$ cat src/hw/ucpmc_pkg.sv
// Shared constants for the USB charge-port mode controller.
// Assumes a single 100 MHz core clock; no other context needed.
package ucpmc_pkg;

   // Mode-select codes {bit one, bit two, bit three}
   localparam logic [2:0] SEL_OFF      = 3'h0;
   localparam logic [2:0] SEL_SDP      = 3'h6;
   localparam logic [2:0] SEL_CDP      = 3'h7;
   localparam logic [2:0] SEL_SDP_WAKE = 3'h2;
   localparam logic [2:0] SEL_CDP_WAKE = 3'h3;
   localparam logic [2:0] SEL_DCP_AUTO = 3'h1;
   localparam logic [2:0] SEL_DCP_DIV  = 3'h5;
   localparam logic [2:0] SEL_DCP_BC12 = 3'h4;

   // Port profile presented to the analog side
   typedef enum logic [4:0] {
      PROF_OFF  = 5'h01,
      PROF_SDP  = 5'h02,
      PROF_CDP  = 5'h04,
      PROF_DIV  = 5'h08,
      PROF_BC12 = 5'h10
   } ucpmc_profile_type;

   // Dedicated-charging auto-detect states
   typedef enum logic [3:0] {
      AUTO_DIV   = 4'h1,
      AUTO_PULSE = 4'h2,
      AUTO_BC12  = 4'h4,
      AUTO_WAIT  = 4'h8
   } ucpmc_auto_type;

   // Timing
   localparam int unsigned CLK_KHZ          = 100000;
   localparam int unsigned PULSE_TIME_MS    = 350;
   localparam int unsigned DETACH_TIME_S    = 10;
   localparam int unsigned CHG_OFF_TIME_S   = 5;
   localparam int unsigned PULSE_CYCLES     = PULSE_TIME_MS * CLK_KHZ;
   localparam int unsigned DETACH_CYCLES    = DETACH_TIME_S * 1000 * CLK_KHZ;
   localparam int unsigned CHG_OFF_CYCLES   = CHG_OFF_TIME_S * 1000 * CLK_KHZ;

   // Register map (byte addresses)
   localparam logic [3:0] ADDR_CTRL   = 4'h0;
   localparam logic [3:0] ADDR_STATUS = 4'h4;
   localparam int CTRL_SOFT_OFF   = 0;
   localparam int STAT_PROF_LSB   = 0;
   localparam int STAT_DISCHARGE  = 5;
   localparam int STAT_POWER      = 6;
   localparam int STAT_DATA       = 7;
   localparam int STAT_DETECT     = 8;
   localparam int STAT_CHARGING   = 9;
   localparam int STAT_SEL_LSB    = 10;
   localparam int STAT_PIN_LEVEL  = 13;
   localparam logic CTRL_SOFT_OFF_RESET = 1'h0;

   // Synchroniser vector layout
   localparam int SYNC_WIDTH = 10;
   localparam int SY_EN  = 9;
   localparam int SY_B1  = 8;
   localparam int SY_B2  = 7;
   localparam int SY_B3  = 6;
   localparam int SY_NEG = 5;
   localparam int SY_ATT = 4;
   localparam int SY_FHS = 3;
   localparam int SY_CUR = 2;
   localparam int SY_HS  = 1;
   localparam int SY_PIN = 0;

endpackage : ucpmc_pkg

$ cat src/hw/ucpmc_sync.sv
// Two-flop synchroniser for a vector of unrelated level inputs.
// Assumes each bit is an independent level; no bus coherency is given.
`timescale 1ns/100ps
module ucpmc_sync #(
   parameter int WIDTH = 1
) (
   // Clock and reset
   input  wire logic             core_clk,
   input  wire logic             reset_n,
   // Levels
   input  wire logic [WIDTH-1:0] asyncIn,
   output logic      [WIDTH-1:0] syncOut
);

   logic [WIDTH-1:0] stage1_reg;

   always_ff @(posedge core_clk) begin
      if (!reset_n) begin
         stage1_reg <= '0;
         syncOut    <= '0;
      end else begin
         stage1_reg <= asyncIn;
         syncOut    <= stage1_reg;
      end
   end

endmodule : ucpmc_sync

$ cat src/hw/ucpmc_timer.sv
// One-shot down counter: active for CYCLES clocks after a start.
// Assumes start and abort come from logic on the same clock.
`timescale 1ns/100ps
module ucpmc_timer #(
   parameter logic [31:0] CYCLES = 32'h0000_0001
) (
   // Clock and reset
   input  wire logic core_clk,
   input  wire logic reset_n,
   // Control
   input  wire logic startPulse,
   input  wire logic abortPulse,
   // Status
   output logic      timerActive,
   output logic      expirePulse
);

   logic [31:0] count_reg;

   // Start wins over abort so a restart is never lost
   always_ff @(posedge core_clk) begin
      if (!reset_n) begin
         count_reg <= 32'h0000_0000;
      end else if (startPulse) begin
         count_reg <= CYCLES;
      end else if (abortPulse) begin
         count_reg <= 32'h0000_0000;
      end else if (count_reg != 32'h0000_0000) begin
         count_reg <= count_reg - 32'h0000_0001;
      end
   end

   assign timerActive = (count_reg != 32'h0000_0000);
   assign expirePulse = (count_reg == 32'h0000_0001) && !startPulse && !abortPulse;

endmodule : ucpmc_timer

$ cat src/hw/ucpmc_top.sv
// Mode controller of a USB charge port: select decode, discharge pulse,
// auto-detect sequencing and charge indication, with a Wishbone slave.
// Assumes analog detectors deliver levels asynchronous to core_clk.
// Summary of operation
// - Select 000: port off, discharge active.
// - Select 110: standard port, data on.
// - Select 111: charging downstream port with detection.
// - Select 010: standard port, wakeup for all.
// - Select 011: charging port, low-speed wakeup, else auto.
// - Select 001: dedicated-charging auto-detect with detection.
// - Select 101: forced divider dedicated charging.
// - Select 100: forced BC1.2 dedicated charging.
// - Auto starts divider; negotiation gives pulse, BC1.2.
// - BC1.2 detach: back to divider after 10 s.
// - In 011 go auto on fast attach/detach.
// - 110 and 010 swap: no pulse, data on.
// - x10/111 with 011 swap: no pulse, data on.
// - Any other mode change: 350 ms discharge pulse.
// - Enable low or select 000: permanent discharge.
// - Steady standard/charging levels: no automatic auto mode.
// - Charging modes: indicator while current above threshold.
// - Charging downstream: indicator only after prior handshake.
// - Indicator released after 5 s below threshold.
// - Enable low: switches, profiles off, indicator released.
`timescale 1ns/100ps
module ucpmc_top #(
   parameter logic [31:0] PULSE_CYCLES   = 32'(ucpmc_pkg::PULSE_CYCLES),
   parameter logic [31:0] DETACH_CYCLES  = 32'(ucpmc_pkg::DETACH_CYCLES),
   parameter logic [31:0] CHG_OFF_CYCLES = 32'(ucpmc_pkg::CHG_OFF_CYCLES)
) (
   // Clock and reset
   input  wire logic        core_clk,
   input  wire logic        reset_n,
   // Wishbone slave
   input  wire logic        wb_cyc_i,
   input  wire logic        wb_stb_i,
   input  wire logic        wb_we_i,
   input  wire logic [3:0]  wb_adr_i,
   input  wire logic [3:0]  wb_sel_i,
   input  wire logic [31:0] wb_dat_i,
   output logic      [31:0] wb_dat_o,
   output logic             wb_ack_o,
   // Host control pins
   input  wire logic        enable,
   input  wire logic        mode_select_bit_one,
   input  wire logic        mode_select_bit_two,
   input  wire logic        mode_select_bit_three,
   // Port detectors
   input  wire logic        chargeNegotiation,
   input  wire logic        deviceAttached,
   input  wire logic        deviceFullHighSpeed,
   input  wire logic        currentAboveThreshold,
   input  wire logic        cdpHandshakeDone,
   // Port controls
   output ucpmc_pkg::ucpmc_profile_type portProfile,
   output logic             powerSwitchOn,
   output logic             dataSwitchOn,
   output logic             dischargeOn,
   output logic             chargeDetectOn,
   // Charge indicator, open drain, active low
   input  wire logic        chargeInd_nIn,
   output logic             chargeInd_nOut,
   output logic             chargeInd_nOe
);

   logic [ucpmc_pkg::SYNC_WIDTH-1:0] syncVec;
   logic [2:0]  selNow;
   logic [2:0]  prevSel_reg;
   logic        softOff_reg;
   logic        enabled;
   logic        selChange;
   logic        skipPulse;
   logic        pulseStart;
   logic        pulseActive;
   logic        pulseExpire;
   logic        autoMode;
   logic        autoPulseReq;
   logic        attachedPrev_reg;
   logic        attachedRose;
   logic        attachedFell;
   logic        cdpAuto_reg;
   logic        detachStart;
   logic        detachAbort;
   logic        detachExpire;
   logic        abovePrev_reg;
   logic        currentRose;
   logic        currentFell;
   logic        handshakeSeen_reg;
   logic        allowed_reg;
   logic        allowedNow;
   logic        chargeMode;
   logic        indicator_reg;
   logic        offStart;
   logic        offAbort;
   logic        offExpire;
   logic        wbReq;
   ucpmc_pkg::ucpmc_auto_type    autoState_reg;
   ucpmc_pkg::ucpmc_profile_type profileNext;
   logic        powerNext;
   logic        dataNext;
   logic        dischargeNext;
   logic        detectNext;

   // Every pin passes two flops before decode
   ucpmc_sync #(
      .WIDTH(ucpmc_pkg::SYNC_WIDTH)
   ) pinSync (
      .core_clk(core_clk),
      .reset_n (reset_n),
      .asyncIn ({enable, mode_select_bit_one, mode_select_bit_two, mode_select_bit_three,
                 chargeNegotiation, deviceAttached, deviceFullHighSpeed,
                 currentAboveThreshold, cdpHandshakeDone, chargeInd_nIn}),
      .syncOut (syncVec)
   );

   assign selNow  = {syncVec[ucpmc_pkg::SY_B1], syncVec[ucpmc_pkg::SY_B2], syncVec[ucpmc_pkg::SY_B3]};
   assign enabled = syncVec[ucpmc_pkg::SY_EN] && !softOff_reg;

   function automatic logic isX10(input logic [2:0] s);
      isX10 = (s == ucpmc_pkg::SEL_SDP) || (s == ucpmc_pkg::SEL_SDP_WAKE);
   endfunction : isX10

   function automatic logic wakeSide(input logic [2:0] s);
      wakeSide = isX10(s) || (s == ucpmc_pkg::SEL_CDP);
   endfunction : wakeSide

   // A briefly skewed 111 to 001 move would read as an extra change
   assign selChange = enabled && (selNow != prevSel_reg);
   assign skipPulse = (isX10(selNow) && isX10(prevSel_reg))
                    || (selNow == ucpmc_pkg::SEL_CDP_WAKE && wakeSide(prevSel_reg))
                    || (prevSel_reg == ucpmc_pkg::SEL_CDP_WAKE && wakeSide(selNow));
   assign autoPulseReq = autoMode && (autoState_reg == ucpmc_pkg::AUTO_DIV)
                       && syncVec[ucpmc_pkg::SY_NEG];
   assign pulseStart = (selChange && !skipPulse && (selNow != ucpmc_pkg::SEL_OFF))
                     || autoPulseReq;

   // Disabled counts as select 000 so re-enabling also pulses
   always_ff @(posedge core_clk) begin
      if (!reset_n) begin
         prevSel_reg <= ucpmc_pkg::SEL_OFF;
      end else begin
         prevSel_reg <= enabled ? selNow : ucpmc_pkg::SEL_OFF;
      end
   end

   ucpmc_timer #(
      .CYCLES(PULSE_CYCLES)
   ) pulseTimer (
      .core_clk   (core_clk),
      .reset_n    (reset_n),
      .startPulse (pulseStart),
      .abortPulse (!enabled),
      .timerActive(pulseActive),
      .expirePulse(pulseExpire)
   );

   // Attach and current-threshold edges
   always_ff @(posedge core_clk) begin
      if (!reset_n) begin
         attachedPrev_reg <= 1'h0;
         abovePrev_reg    <= 1'h0;
      end else begin
         attachedPrev_reg <= syncVec[ucpmc_pkg::SY_ATT];
         abovePrev_reg    <= syncVec[ucpmc_pkg::SY_CUR];
      end
   end

   assign attachedRose = syncVec[ucpmc_pkg::SY_ATT] && !attachedPrev_reg;
   assign attachedFell = !syncVec[ucpmc_pkg::SY_ATT] && attachedPrev_reg;
   assign currentRose  = syncVec[ucpmc_pkg::SY_CUR] && !abovePrev_reg;
   assign currentFell  = !syncVec[ucpmc_pkg::SY_CUR] && abovePrev_reg;

   // Wake mode 011 hands fast or newly detached ports to auto mode
   always_ff @(posedge core_clk) begin
      if (!reset_n) begin
         cdpAuto_reg <= 1'h0;
      end else if (enabled && selNow == ucpmc_pkg::SEL_CDP_WAKE && attachedFell) begin
         cdpAuto_reg <= 1'h1;
      end else if (enabled && selNow == ucpmc_pkg::SEL_CDP_WAKE && syncVec[ucpmc_pkg::SY_ATT]
                   && syncVec[ucpmc_pkg::SY_FHS]) begin
         cdpAuto_reg <= 1'h1;
      end else if (!enabled || selNow != ucpmc_pkg::SEL_CDP_WAKE) begin
         cdpAuto_reg <= 1'h0;
      end
   end

   assign autoMode = enabled && ((selNow == ucpmc_pkg::SEL_DCP_AUTO)
                   || (selNow == ucpmc_pkg::SEL_CDP_WAKE && cdpAuto_reg));
   assign detachStart = autoMode && (autoState_reg == ucpmc_pkg::AUTO_BC12) && attachedFell;
   assign detachAbort = !autoMode || ((autoState_reg == ucpmc_pkg::AUTO_WAIT) && attachedRose);

   ucpmc_timer #(
      .CYCLES(DETACH_CYCLES)
   ) detachTimer (
      .core_clk   (core_clk),
      .reset_n    (reset_n),
      .startPulse (detachStart),
      .abortPulse (detachAbort),
      .timerActive(),
      .expirePulse(detachExpire)
   );

   // Auto-detect sequence
   always_ff @(posedge core_clk) begin
      if (!reset_n) begin
         autoState_reg <= ucpmc_pkg::AUTO_DIV;
      end else if (!autoMode) begin
         autoState_reg <= ucpmc_pkg::AUTO_DIV;
      end else begin
         case (autoState_reg)
            ucpmc_pkg::AUTO_DIV: begin
               if (autoPulseReq) autoState_reg <= ucpmc_pkg::AUTO_PULSE;
            end
            ucpmc_pkg::AUTO_PULSE: begin
               if (pulseExpire) autoState_reg <= ucpmc_pkg::AUTO_BC12;
            end
            ucpmc_pkg::AUTO_BC12: begin
               if (attachedFell) autoState_reg <= ucpmc_pkg::AUTO_WAIT;
            end
            ucpmc_pkg::AUTO_WAIT: begin
               if (attachedRose) begin
                  autoState_reg <= ucpmc_pkg::AUTO_BC12;
               end else if (detachExpire) begin
                  autoState_reg <= ucpmc_pkg::AUTO_DIV;
               end
            end
            default: autoState_reg <= ucpmc_pkg::AUTO_DIV;
         endcase
      end
   end

   // Select decode into port controls
   always_comb begin
      profileNext   = ucpmc_pkg::PROF_OFF;
      powerNext     = 1'h1;
      dataNext      = 1'h0;
      dischargeNext = 1'h0;
      detectNext    = 1'h1;
      if (autoMode) begin
         profileNext = (autoState_reg == ucpmc_pkg::AUTO_DIV) ? ucpmc_pkg::PROF_DIV
                                                              : ucpmc_pkg::PROF_BC12;
      end else begin
         case (selNow)
            ucpmc_pkg::SEL_SDP, ucpmc_pkg::SEL_SDP_WAKE: begin
               profileNext = ucpmc_pkg::PROF_SDP;
               dataNext    = 1'h1;
               detectNext  = 1'h0;
            end
            ucpmc_pkg::SEL_CDP, ucpmc_pkg::SEL_CDP_WAKE: begin
               profileNext = ucpmc_pkg::PROF_CDP;
               dataNext    = 1'h1;
            end
            ucpmc_pkg::SEL_DCP_DIV: profileNext = ucpmc_pkg::PROF_DIV;
            ucpmc_pkg::SEL_DCP_BC12: profileNext = ucpmc_pkg::PROF_BC12;
            default: begin
               profileNext   = ucpmc_pkg::PROF_OFF;
               powerNext     = 1'h0;
               dischargeNext = 1'h1;
               detectNext    = 1'h0;
            end
         endcase
      end
      if (!enabled) begin
         profileNext   = ucpmc_pkg::PROF_OFF;
         powerNext     = 1'h0;
         dataNext      = 1'h0;
         dischargeNext = 1'h1;
         detectNext    = 1'h0;
      end else if (pulseActive || pulseStart) begin
         // Bus is dropped for the pulse so the device restarts its handshake
         powerNext     = 1'h0;
         dataNext      = 1'h0;
         dischargeNext = 1'h1;
      end
   end

   always_ff @(posedge core_clk) begin
      if (!reset_n) begin
         portProfile    <= ucpmc_pkg::PROF_OFF;
         powerSwitchOn  <= 1'h0;
         dataSwitchOn   <= 1'h0;
         dischargeOn    <= 1'h1;
         chargeDetectOn <= 1'h0;
      end else begin
         portProfile    <= profileNext;
         powerSwitchOn  <= powerNext;
         dataSwitchOn   <= dataNext;
         dischargeOn    <= dischargeNext;
         chargeDetectOn <= detectNext;
      end
   end

   // Charge indication
   assign chargeMode = enabled && powerSwitchOn && chargeDetectOn;
   assign allowedNow = currentRose ? ((portProfile != ucpmc_pkg::PROF_CDP) || handshakeSeen_reg)
                                   : allowed_reg;

   always_ff @(posedge core_clk) begin
      if (!reset_n) begin
         handshakeSeen_reg <= 1'h0;
         allowed_reg       <= 1'h0;
      end else begin
         if (portProfile != ucpmc_pkg::PROF_CDP) begin
            handshakeSeen_reg <= 1'h0;
         end else if (syncVec[ucpmc_pkg::SY_HS]) begin
            handshakeSeen_reg <= 1'h1;
         end
         allowed_reg <= allowedNow;
      end
   end

   assign offStart = indicator_reg && currentFell;
   assign offAbort = syncVec[ucpmc_pkg::SY_CUR] || !chargeMode;

   ucpmc_timer #(
      .CYCLES(CHG_OFF_CYCLES)
   ) offTimer (
      .core_clk   (core_clk),
      .reset_n    (reset_n),
      .startPulse (offStart),
      .abortPulse (offAbort),
      .timerActive(),
      .expirePulse(offExpire)
   );

   always_ff @(posedge core_clk) begin
      if (!reset_n) begin
         indicator_reg <= 1'h0;
      end else if (!chargeMode) begin
         indicator_reg <= 1'h0;
      end else if (syncVec[ucpmc_pkg::SY_CUR] && allowedNow) begin
         indicator_reg <= 1'h1;
      end else if (offExpire) begin
         indicator_reg <= 1'h0;
      end
   end

   assign chargeInd_nOut = 1'h0;
   assign chargeInd_nOe  = indicator_reg;

   // Wishbone slave: one wait state, unmapped reads give zero
   assign wbReq = wb_cyc_i && wb_stb_i;

   always_ff @(posedge core_clk) begin
      if (!reset_n) begin
         wb_ack_o    <= 1'h0;
         wb_dat_o    <= 32'h0000_0000;
         softOff_reg <= ucpmc_pkg::CTRL_SOFT_OFF_RESET;
      end else begin
         wb_ack_o <= wbReq && !wb_ack_o;
         if (wbReq && !wb_ack_o) begin
            wb_dat_o <= 32'h0000_0000;
            if (wb_adr_i == ucpmc_pkg::ADDR_CTRL) begin
               wb_dat_o[ucpmc_pkg::CTRL_SOFT_OFF] <= softOff_reg;
            end else if (wb_adr_i == ucpmc_pkg::ADDR_STATUS) begin
               wb_dat_o[ucpmc_pkg::STAT_PROF_LSB +: 5]  <= portProfile;
               wb_dat_o[ucpmc_pkg::STAT_DISCHARGE]      <= dischargeOn;
               wb_dat_o[ucpmc_pkg::STAT_POWER]          <= powerSwitchOn;
               wb_dat_o[ucpmc_pkg::STAT_DATA]           <= dataSwitchOn;
               wb_dat_o[ucpmc_pkg::STAT_DETECT]         <= chargeDetectOn;
               wb_dat_o[ucpmc_pkg::STAT_CHARGING]       <= indicator_reg;
               wb_dat_o[ucpmc_pkg::STAT_SEL_LSB +: 3]   <= selNow;
               wb_dat_o[ucpmc_pkg::STAT_PIN_LEVEL]      <= syncVec[ucpmc_pkg::SY_PIN];
            end
         end
         if (wbReq && wb_ack_o && wb_we_i && wb_sel_i[0] && wb_adr_i == ucpmc_pkg::ADDR_CTRL) begin
            softOff_reg <= wb_dat_i[ucpmc_pkg::CTRL_SOFT_OFF];
         end
      end
   end
endmodule : ucpmc_top

$ cat config.mk
export PLATFORM = sky130hd
export DESIGN_NAME = ucpmc_top
export DESIGN_NICKNAME = d
export VERILOG_FILES = /design/src/hw/ucpmc_pkg.sv /design/src/hw/ucpmc_sync.sv /design/src/hw/ucpmc_timer.sv /design/src/hw/ucpmc_top.sv
export SDC_FILE = /design/constraint.sdc
export NUM_CORES = 1
export LEC_CHECK = 0
export ABC_AREA = 1
export BUFFER_PORTS_ARGS = -buffer_cell sky130_fd_sc_hd__buf_4
export CAP_MARGIN = 10
export CORE_ASPECT_RATIO = 0.6
export CORE_UTILIZATION = 55
export CTS_BUF_LIST = sky130_fd_sc_hd__clkbuf_8
export CTS_CLUSTER_SIZE = 20
export DETAILED_ROUTE_END_ITERATION = 10
export HOLD_SLACK_MARGIN = 0.05
export PLACE_DENSITY = 0.79
export SLEW_MARGIN = 30
export SYNTH_ARGS = -nofsm -noshare
export SYNTH_HDL_FRONTEND = slang
export SYNTH_SLANG_ARGS = --single-unit
$ cat constraint.sdc
create_clock -name core_clk -period 1.7 [get_ports core_clk]
set_input_delay 0.255 -clock core_clk [delete_from_list [all_inputs] [get_ports core_clk]]
set_output_delay 0.255 -clock core_clk [all_outputs]
set_load 0.05 [all_outputs]
==> results of run 1 <==
[cell families after synthesis]
family	Yosys count	synth area share (%)
AND/OR/NAND/NOR	632	36.5
flip-flops	154	38.7
other	1	0.0471
buffers and inverters	196	10.5
adder cells (fa/ha/maj)	7	1.10
XOR/XNOR	45	4.95
AO/OA/AOI/OAI	113	8.25
[what timing repair did]
item	in CTS	in global routing
endpoints found under the hold margin	13	0
hold buffers	12	0
cloned	1	0
pin swaps	1	47
setup endpoints to repair	34	92
gates resized for setup	11	168
setup buffers	0	22
[power by group through the flow]
stage | clock, mW | sequential, mW | combinational, mW
6_report | 2.88 | 3.97 | 6.56
5_1_grt | 3.05 | 3.99 | 7.13
4_1_cts | 2.89 | 3.93 | 5.63
3_5_place_dp | 0 | 4.01 | 5.46
3_3_place_gp | 0 | 4.00 | 5.37
2_1_floorplan | 0 | 4.01 | 4.25
[routing by layer]
| metal | vias up | wire length (um) | GRT usage (%) |
|---|---|---|---|
| met4 | 0 | 348 | 5.42 |
| met1 | 3738 | 10600 | 44.9 |
| li1 | 3958 | - | - |
| met3 | 55 | 2720 | 8.09 |
| met2 | 473 | 9800 | 40.3 |
| met5 | - | 0 | 0 |
[how the worst max path moves through the flow]
stage	depth (start not counted)	slack, ps	startpoint	endpoint
floorplan	7	3	chargeDetectOn$_SDFF_PN0_	offTimer.count_reg[15]$_SDFFE_PP0N_
global placement	9	-20	softOff_reg$_SDFFE_PN0P_	offTimer.count_reg[0]$_SDFFE_PP0N_
detailed placement	9	-90	softOff_reg$_SDFFE_PN0P_	offTimer.count_reg[17]$_SDFFE_PP0N_
CTS	10	-10	detachTimer.count_reg[0]$_SDFFE_PP0N_	detachTimer.count_reg[5]$_SDFFE_PP0N_
global route	8	-150	detachTimer.count_reg[16]$_SDFFE_PP0N_	detachTimer.count_reg[27]$_SDFFE_PN0P_
finish	8	-30	detachTimer.count_reg[19]$_SDFFE_PN0P_	detachTimer.count_reg[27]$_SDFFE_PN0P_
[per-stage QoR]
stage	TNS [ps]	hold slack, ps
6_report	-55.3	212
5_1_grt	-1730	236
4_1_cts	-14.2	185
3_5_place_dp	-471	399
3_3_place_gp	-61.6	395
2_1_floorplan	0	353
[worst max-delay path, stage by stage (launching register included)]
cell and delay [ps]:
dfxtp_1 330, buf_4 130, nor2_1 180, nand2_1 80
nor2_1 340, nand4_1 200, xnor2_1 160, nand2_1 80
a21oi_1 140
[cell type report]
| class | instances | share of cell area [%] |
|---|---|---|
| multi-input combinational | 817 | 43.8 |
| sequential | 154 | 30.0 |
| timing repair buffer | 181 | 13.9 |
| inverter | 159 | 5.89 |
| tap | 192 | 2.30 |
| clock buffer | 17 | 2.24 |
| clock inverter | 15 | 1.86 |
[layout by cell type (no fill, tap or decap), types with 4 or more instances in the layout]
master           n
nor2_2          43
nand3_2          7
nor3_1          21
nand3b_1         6
nor2_1         150
dfxtp_2         27
a21oi_2          5
o21ai_1          4
nand2_1        234
buf_4          160
or2_2           10
nand3_1         52
xor2_1          25
inv_1          132
ha_1             4
dlygate4sd3_1   12
o21a_1           4
xnor2_1         20
nor2_4          33
nand2_2         21
buf_6            6
dfxtp_4          5
conb_1          19
nor3_2           5
inv_8            4
a211oi_1         7
o21ai_0         12
a21oi_1         59
nand4_1         21
dfxtp_1        122
clkinv_8         7
nand2_4          7
inv_4            7
clkbuf_8        17
o31ai_1         13
inv_2           19
nand3_4          6
nor3_4           7
==> run summary, run 1 <==
cell with the most instances after synthesis = nand2_1
unrepaired setup endpoints after global routing = true
root buf cell = clkbuf_8
antenna violations before repair = 0
worst reg-to-reg setup slack = -30 ps
clock tree sinks = 154
startpoint of the worst register-to-register path = detachTimer.count_reg[19]$_SDFFE_PN0P_
DRC = 0
filler cell count = 987
Final Cell Area = 0.0104 sq mm
largest net degree at the start of global routing = 37
Hold EP = softOff_reg$_SDFFE_PN0P_
Final ANT Viol Nets = 0
first-pass GRT wire length = 34200 um
cell area power density = 1290 mW/mm^2
path depth of the worst reg2reg path = 8
layout cell share with drive strength beyond 1 = 30.4%
die area = 0.0150 sq mm
wire per inst = 15.3 um
crit path max fanout = 4
# setup viols final = 4
vias per cell = 5.36
CP Data Required Time = 2090 ps
Synth top cells by count = nand2_1, nor2_1, dfxtp_1
DIE WIDTH = 157 um
fmax = 578 MHz
post-synth top area cell = dfxtp_1
Detailed Route Iter0 Violations = 845
failing checks = negative setup slack
P&R area growth vs syn = 31.1%
Crit path arrival time = 2120 ps
Netlist cell types = 47
Synth top area share = 38.7%
HP Class = in -> reg
total gr overflow = 0
r2r endpoint = detachTimer.count_reg[27]$_SDFFE_PN0P_
# diodes = 0
CP Class = reg -> reg
Clk pin slew, worst setup/hold paths = 110 ps
Hold Vio Cnt, Final = 0
Final Non-Filler Cells = 1535
Post-Syn Area = 0.00796 sq mm
Switch Pwr = 5.81 mW
register area = 0.00314 sq mm
status = finished with violations
crit path capture type = flop
hold depth = 4
Total Wirelength = 23500 um
Cell Rows = 33
DIE HEIGHT = 95.2 um
core area = 0.0139 sq mm
Final min period = 1730 ps
leading post-synthesis cells by cell area = dfxtp_1, nand2_1, nor2_1
placed cell count = 1468
H-tree Lvls = 4
max-cap viol count = 0
Starting Density = 57.4%
FF+latch count, synth = 154
clk buf depth = 2
leakage = 5.20 nW
Synth warnings = 0
portion of total power attributed to combinational logic = 48.9%
TritonCTS clock tree = yes
worst setup margin = -29.8 ps
Clock Power Share = 21.5%
mean post-synth cell area = 6.94 sq um
vias in the first global route = 6915
hold wc startpoint = wb_stb_i
Net count, final = 1392
Main synth FF type = dfxtp_1
Setup WS pre-CTS = -88.2 ps
sequential element share of the synthesized area = 38.7%
I/O Buffers = 45
Top Ports = 99
post-DP HPWL = 15400 um
Via Count = 8224
TritonCTS Buffers = 17
synthesized instance count = 1148
sw frac = 43.3%
Internal = 7.60 mW
part of the power in registers = 29.6%
drt first pass iters = 6
Skew-Pair Late Insertion Delay = 480 ps
area of the multi-input gates = 0.00457 sq mm
final total power = 13.4 mW
DP Area = 0.00915 sq mm
Synth async-reset ratio = 0%
final period utilization = 102%
number of synthesized flops with an enable pin = 0
all-layer global routing usage = 29.3%
Final Wtd Congestion = 0.950
Setup Skew = 17.4 ps
Peak VDD IR = 1.51 mV
final core utilization = 75.2%
CP Launch Type = flop
Final Max Slew Viols = 0
(Power assumes the default switching activity.)
==> run 2: changes to the inputs <==
ABC_AREA = default   (was 1)
CORE_UTILIZATION = 64   (was 55)
PLACE_DENSITY = 0.87   (was 0.79)
clock period = 2.1 ns   (was 1.7 ns; I/O delays follow)
==> run summary, run 2 <==
Worst Endpoint after GRT Repair = pulseTimer.count_reg[6]$_SDFFE_PN0P_/D
worst_ep kind = sequential cell input
Exit stage = global routing (5_1_grt)
Post-Syn Area = 0.00731 sq mm
DP Area = 0.00859 sq mm
Synth warnings = 0
leading post-synthesis cells by cell area = dfxtp_1, or4_1, or3_1
number of synthesized flops with an enable pin = 0
error msg = [ERROR GRT-0232] Routing congestion too high. Check the congestion heatmap in the GUI.
Starting Density = 67.4%
Netlist cell types = 64
root buf cell = clkbuf_8
FF+latch count, synth = 154
Top Ports = 99
largest net degree at the start of global routing = 28
Final Wtd Congestion = 0.923
I/O Buffers = 45
all-layer global routing usage = 81.4%
Synth top cells by count = dfxtp_1, nor2_1, a21oi_1
sequential element share of the synthesized area = 42.2%
Main synth FF type = dfxtp_1
post-synth top area cell = dfxtp_1
synthesized instance count = 842
DIE WIDTH = 140 um
antenna violations before repair = 8
post-DP HPWL = 15200 um
cell with the most instances after synthesis = dfxtp_1
Synth async-reset ratio = 0%
DIE HEIGHT = 84.8 um
status = did not finish
H-tree Lvls = 4
Synth top area share = 42.2%
mean post-synth cell area = 8.68 sq um
clock tree sinks = 154
Cell Rows = 29
total gr overflow = 71
TritonCTS Buffers = 17
clk buf depth = 2
run 2: cell count changes after synthesis, sizes merged, moves of 15 or more:
cell    before  now
nor4         3   24
nor2       226   67
nand3       65   12
o21ai       16   41
clkbuf      12   34
or4          0   48
inv        156   19
nand2      262   39
and2         0   25
a22oi        0   15
or3          0   50
run 2: cells by family after synthesis:
kind of cell    count (synthesis)  share of synthesized area, %
mux                            12                          1.66
xor+xnor                       28                          3.35
other cells                     1                        0.0513
fa+ha+maj                       7                          1.20
simple gates                  365                          29.0
buf+inv                        84                          5.68
flops                         154                          42.2
compound gates                191                          16.9
run 2: per-layer routing:
layer | global-route usage (%) | GRT overflow
met1 | 83.3 | 1
met2 | 95.7 | 33
met3 | 68.0 | 0
met4 | 81.7 | 37
met5 | 27.5 | 0
run 2: stage by stage:
stage                     std cells  utilization, %  hold slack (ps)  setup slack [ps]  TNS (ps)
after CTS                      1141            87.8             50.9              -310    -12520
after detailed placement       1088            79.2              420              -334    -15150
after global placement         1088            79.2              418              -306    -11290
after floorplan                 860               -              412              -406    -10500
run 2: timing repair:
item | in CTS
setup buffers | 17
gates resized for setup | 87
hold endpoints to repair | 1
setup endpoints to repair | 84
pin swaps | 57
hold buffers | 1
cloned | 4
==> run 3: changes to the inputs <==
CORE_ASPECT_RATIO = default   (was 0.6)
CORE_UTILIZATION = 40   (was 64)
CTS_BUF_LIST = default   (was sky130_fd_sc_hd__clkbuf_8)
CTS_CLUSTER_SIZE = default   (was 20)
HOLD_SLACK_MARGIN = default   (was 0.05)
PLACE_DENSITY = default   (was 0.87)
PLACE_DENSITY_LB_ADDON = 0.15   (was default)
==> run summary, run 3 <==
core area = 0.0180 sq mm
portion of total power attributed to combinational logic = 52.3%
Detailed Route Iter0 Violations = 467
Hold Vio Cnt, Final = 0
CP Data Required Time = 2410 ps
hold depth = 2
Hold EP = pinSync.stage1_reg[5]$_SDFF_PN0_
max-cap viol count = 0
worst reg-to-reg setup slack = -310 ps
post-synth top area cell = dfxtp_1
Worst slew margin = 60.3%
Final ANT Viol Nets = 0
Clock Power Share = 23.0%
antenna violations before repair = 0
Worst-Margin Slew = 595 ps
CP Cell Sequence = or4_4 > or4_4 > or4_4 > or3_1
sequential element share of the synthesized area = 42.2%
Synth top area share = 42.2%
most frequent cell on the critical path = or4_4
Skew-Pair Late Insertion Delay = 430 ps
Setup WS pre-CTS = -307 ps
sw frac = 35.9%
startpoint of the worst register-to-register path = pulseTimer.count_reg[27]$_SDFFE_PP0N_
wire per inst = 17.5 um
r2r endpoint = dischargeOn$_SDFF_PP1_
Synth async-reset ratio = 0%
H-tree Lvls = 4
hold wc startpoint = chargeNegotiation
root buf cell = clkbuf_16
Synth warnings = 0
leakage = 4.29 nW
vias per cell = 5.71
unrepaired setup endpoints after global routing = true
drt first pass iters = 5
status = finished with violations
metal1 wirelength = 9970 um
Total Wirelength = 21900 um
Final Max Slew Viols = 0
Post-Syn Area = 0.00731 sq mm
Final Hold Slack = 90.8 ps
most common cell after layout, fill and taps aside = buf_4
Switch Pwr = 4.57 mW
Via Count = 7166
failing checks = negative setup slack
path depth of the worst reg2reg path = 4
Synth top cells by count = dfxtp_1, nor2_1, a21oi_1
CP Class = reg -> reg
cell area power density = 1240 mW/mm^2
Crit path arrival time = 2720 ps
Netlist cell types = 64
hold_buf cts = 0
HP Class = in -> reg
vias in the first global route = 6756
max incr delay on CP = 580 ps
TritonCTS Buffers = 17
mean post-synth cell area = 8.68 sq um
DRC = 0
Final Wtd Congestion = 0.832
P&R area growth vs syn = 40.4%
final period utilization = 115%
all-layer global routing usage = 23.0%
FF+latch count, synth = 154
fmax = 415 MHz
slowest cell on the critical path = or4_4
crit path max fanout = 8
Cell Rows = 49
die area = 0.0188 sq mm
part of the power in registers = 24.7%
TritonCTS clock tree = yes
Clk pin slew, worst setup/hold paths = 70 ps
DIE HEIGHT = 137 um
Internal = 8.15 mW
Starting Density = 40.7%
clk buf depth = 2
total gr overflow = 0
Main synth FF type = dfxtp_1
most frequent cells in the layout = buf_4, dfxtp_1, nor2_1
DIE WIDTH = 137 um
largest net degree at the start of global routing = 28
I/O Buffers = 45
placed cell count = 1186
CP Launch Type = flop
post-DP HPWL = 14600 um
Final min period = 2410 ps
WL met3 = 1050 um
highest routed layer = met4
clock tree sinks = 154
Net count, final = 1074
Top Ports = 99
Setup Skew = 11.5 ps
crit path capture type = flop
# setup viols final = 69
cell with the most instances after synthesis = dfxtp_1
routed wl met2 = 10500 um
first-pass GRT wire length = 33700 um
number of synthesized flops with an enable pin = 0
# diodes = 0
layout cell share with drive strength beyond 1 = 36.5%
leading post-synthesis cells by cell area = dfxtp_1, or4_1, or3_1
synthesized instance count = 842
Peak VDD IR = 1.53 mV
Final Non-Filler Cells = 1254
worst setup margin = -309 ps
final core utilization = 57.1%
run 3: area by class of cell:
class	count	area, sq um
Clock buffer	18	429
Clock inverter	14	126
Fill cell	1605	7700
Inverter	19	71.3
Multi-Input combinational cell	625	4610
Sequential cell	154	3100
Tap cell	229	287
Timing Repair Buffer	195	1640
run 3: worst max-delay path, delay by kind of cell, from the launching register on:
kind | cells | cell delay [ps]
DFF | 1 | 320
and+or+nand+nor | 4 | 1960
run 3: logic make-up after synthesis:
logic type | Yosys count | synth area share, %
AO/OA/AOI/OAI | 191 | 16.9
XOR/XNOR | 28 | 3.35
buffers and inverters | 84 | 5.68
adder cells (fa/ha/maj) | 7 | 1.20
flip-flops | 154 | 42.2
multiplexers | 12 | 1.66
other | 1 | 0.0513
AND/OR/NAND/NOR | 365 | 29.0
run 3: routing by layer:
layer	vias to the layer above	track usage (%)
met3	34	5.45
met4	0	7.45
met5	-	0
met2	185	37.9
li1	3464	-
met1	3483	29.5
run 3: timing repair:
action | 4_1_cts | 5_1_grt
setup buffers | 10 | 18
gates resized for setup | 60 | 94
setup endpoints to repair | 71 | 91
gates cloned | 4 | 5
pin swaps | 40 | 75
run 3: how the worst max path moves through the flow:
| stage | from | to | depth (start not counted) |
|---|---|---|---|
| 2_1_floorplan | pulseTimer.count_reg[6]$_SDFFE_PN0P_ | dischargeOn$_SDFF_PP1_ | 7 |
| 3_3_place_gp | offTimer.count_reg[17]$_SDFFE_PP0N_ | offTimer.count_reg[0]$_SDFFE_PP0N_ | 6 |
| 3_5_place_dp | pulseTimer.count_reg[27]$_SDFFE_PP0N_ | pulseTimer.count_reg[1]$_SDFFE_PP0N_ | 5 |
| 4_1_cts | offTimer.count_reg[17]$_SDFFE_PP0N_ | offTimer.count_reg[29]$_SDFFE_PP0N_ | 5 |
| 5_1_grt | offTimer.count_reg[17]$_SDFFE_PP0N_ | offTimer.count_reg[29]$_SDFFE_PP0N_ | 5 |
| 6_report | pulseTimer.count_reg[27]$_SDFFE_PP0N_ | dischargeOn$_SDFF_PP1_ | 4 |
run 3: power groups by stage:
| stage | sequential (mW) | combinational [mW] | clock (mW) |
|---|---|---|---|
| floorplan | 3.19 | 3.07 | 0 |
| global placement | 3.18 | 3.96 | 0 |
| detailed placement | 3.19 | 4.10 | 0 |
| CTS | 3.13 | 5.62 | 2.99 |
| global route | 3.15 | 7.02 | 3.12 |
| finish | 3.14 | 6.65 | 2.92 |
run 3: through the flow:
| stage | total power [mW] | area [sq um] | TNS (ps) |
|---|---|---|---|
| finish | 12.7 | 10300 | -13850 |
| global placement | 7.14 | 8770 | -11970 |
| floorplan | 6.26 | 7620 | -10500 |
| CTS | 11.7 | 9680 | -11210 |
| detailed placement | 7.29 | 8770 | -14040 |
| global route | 13.3 | 10300 | -17640 |
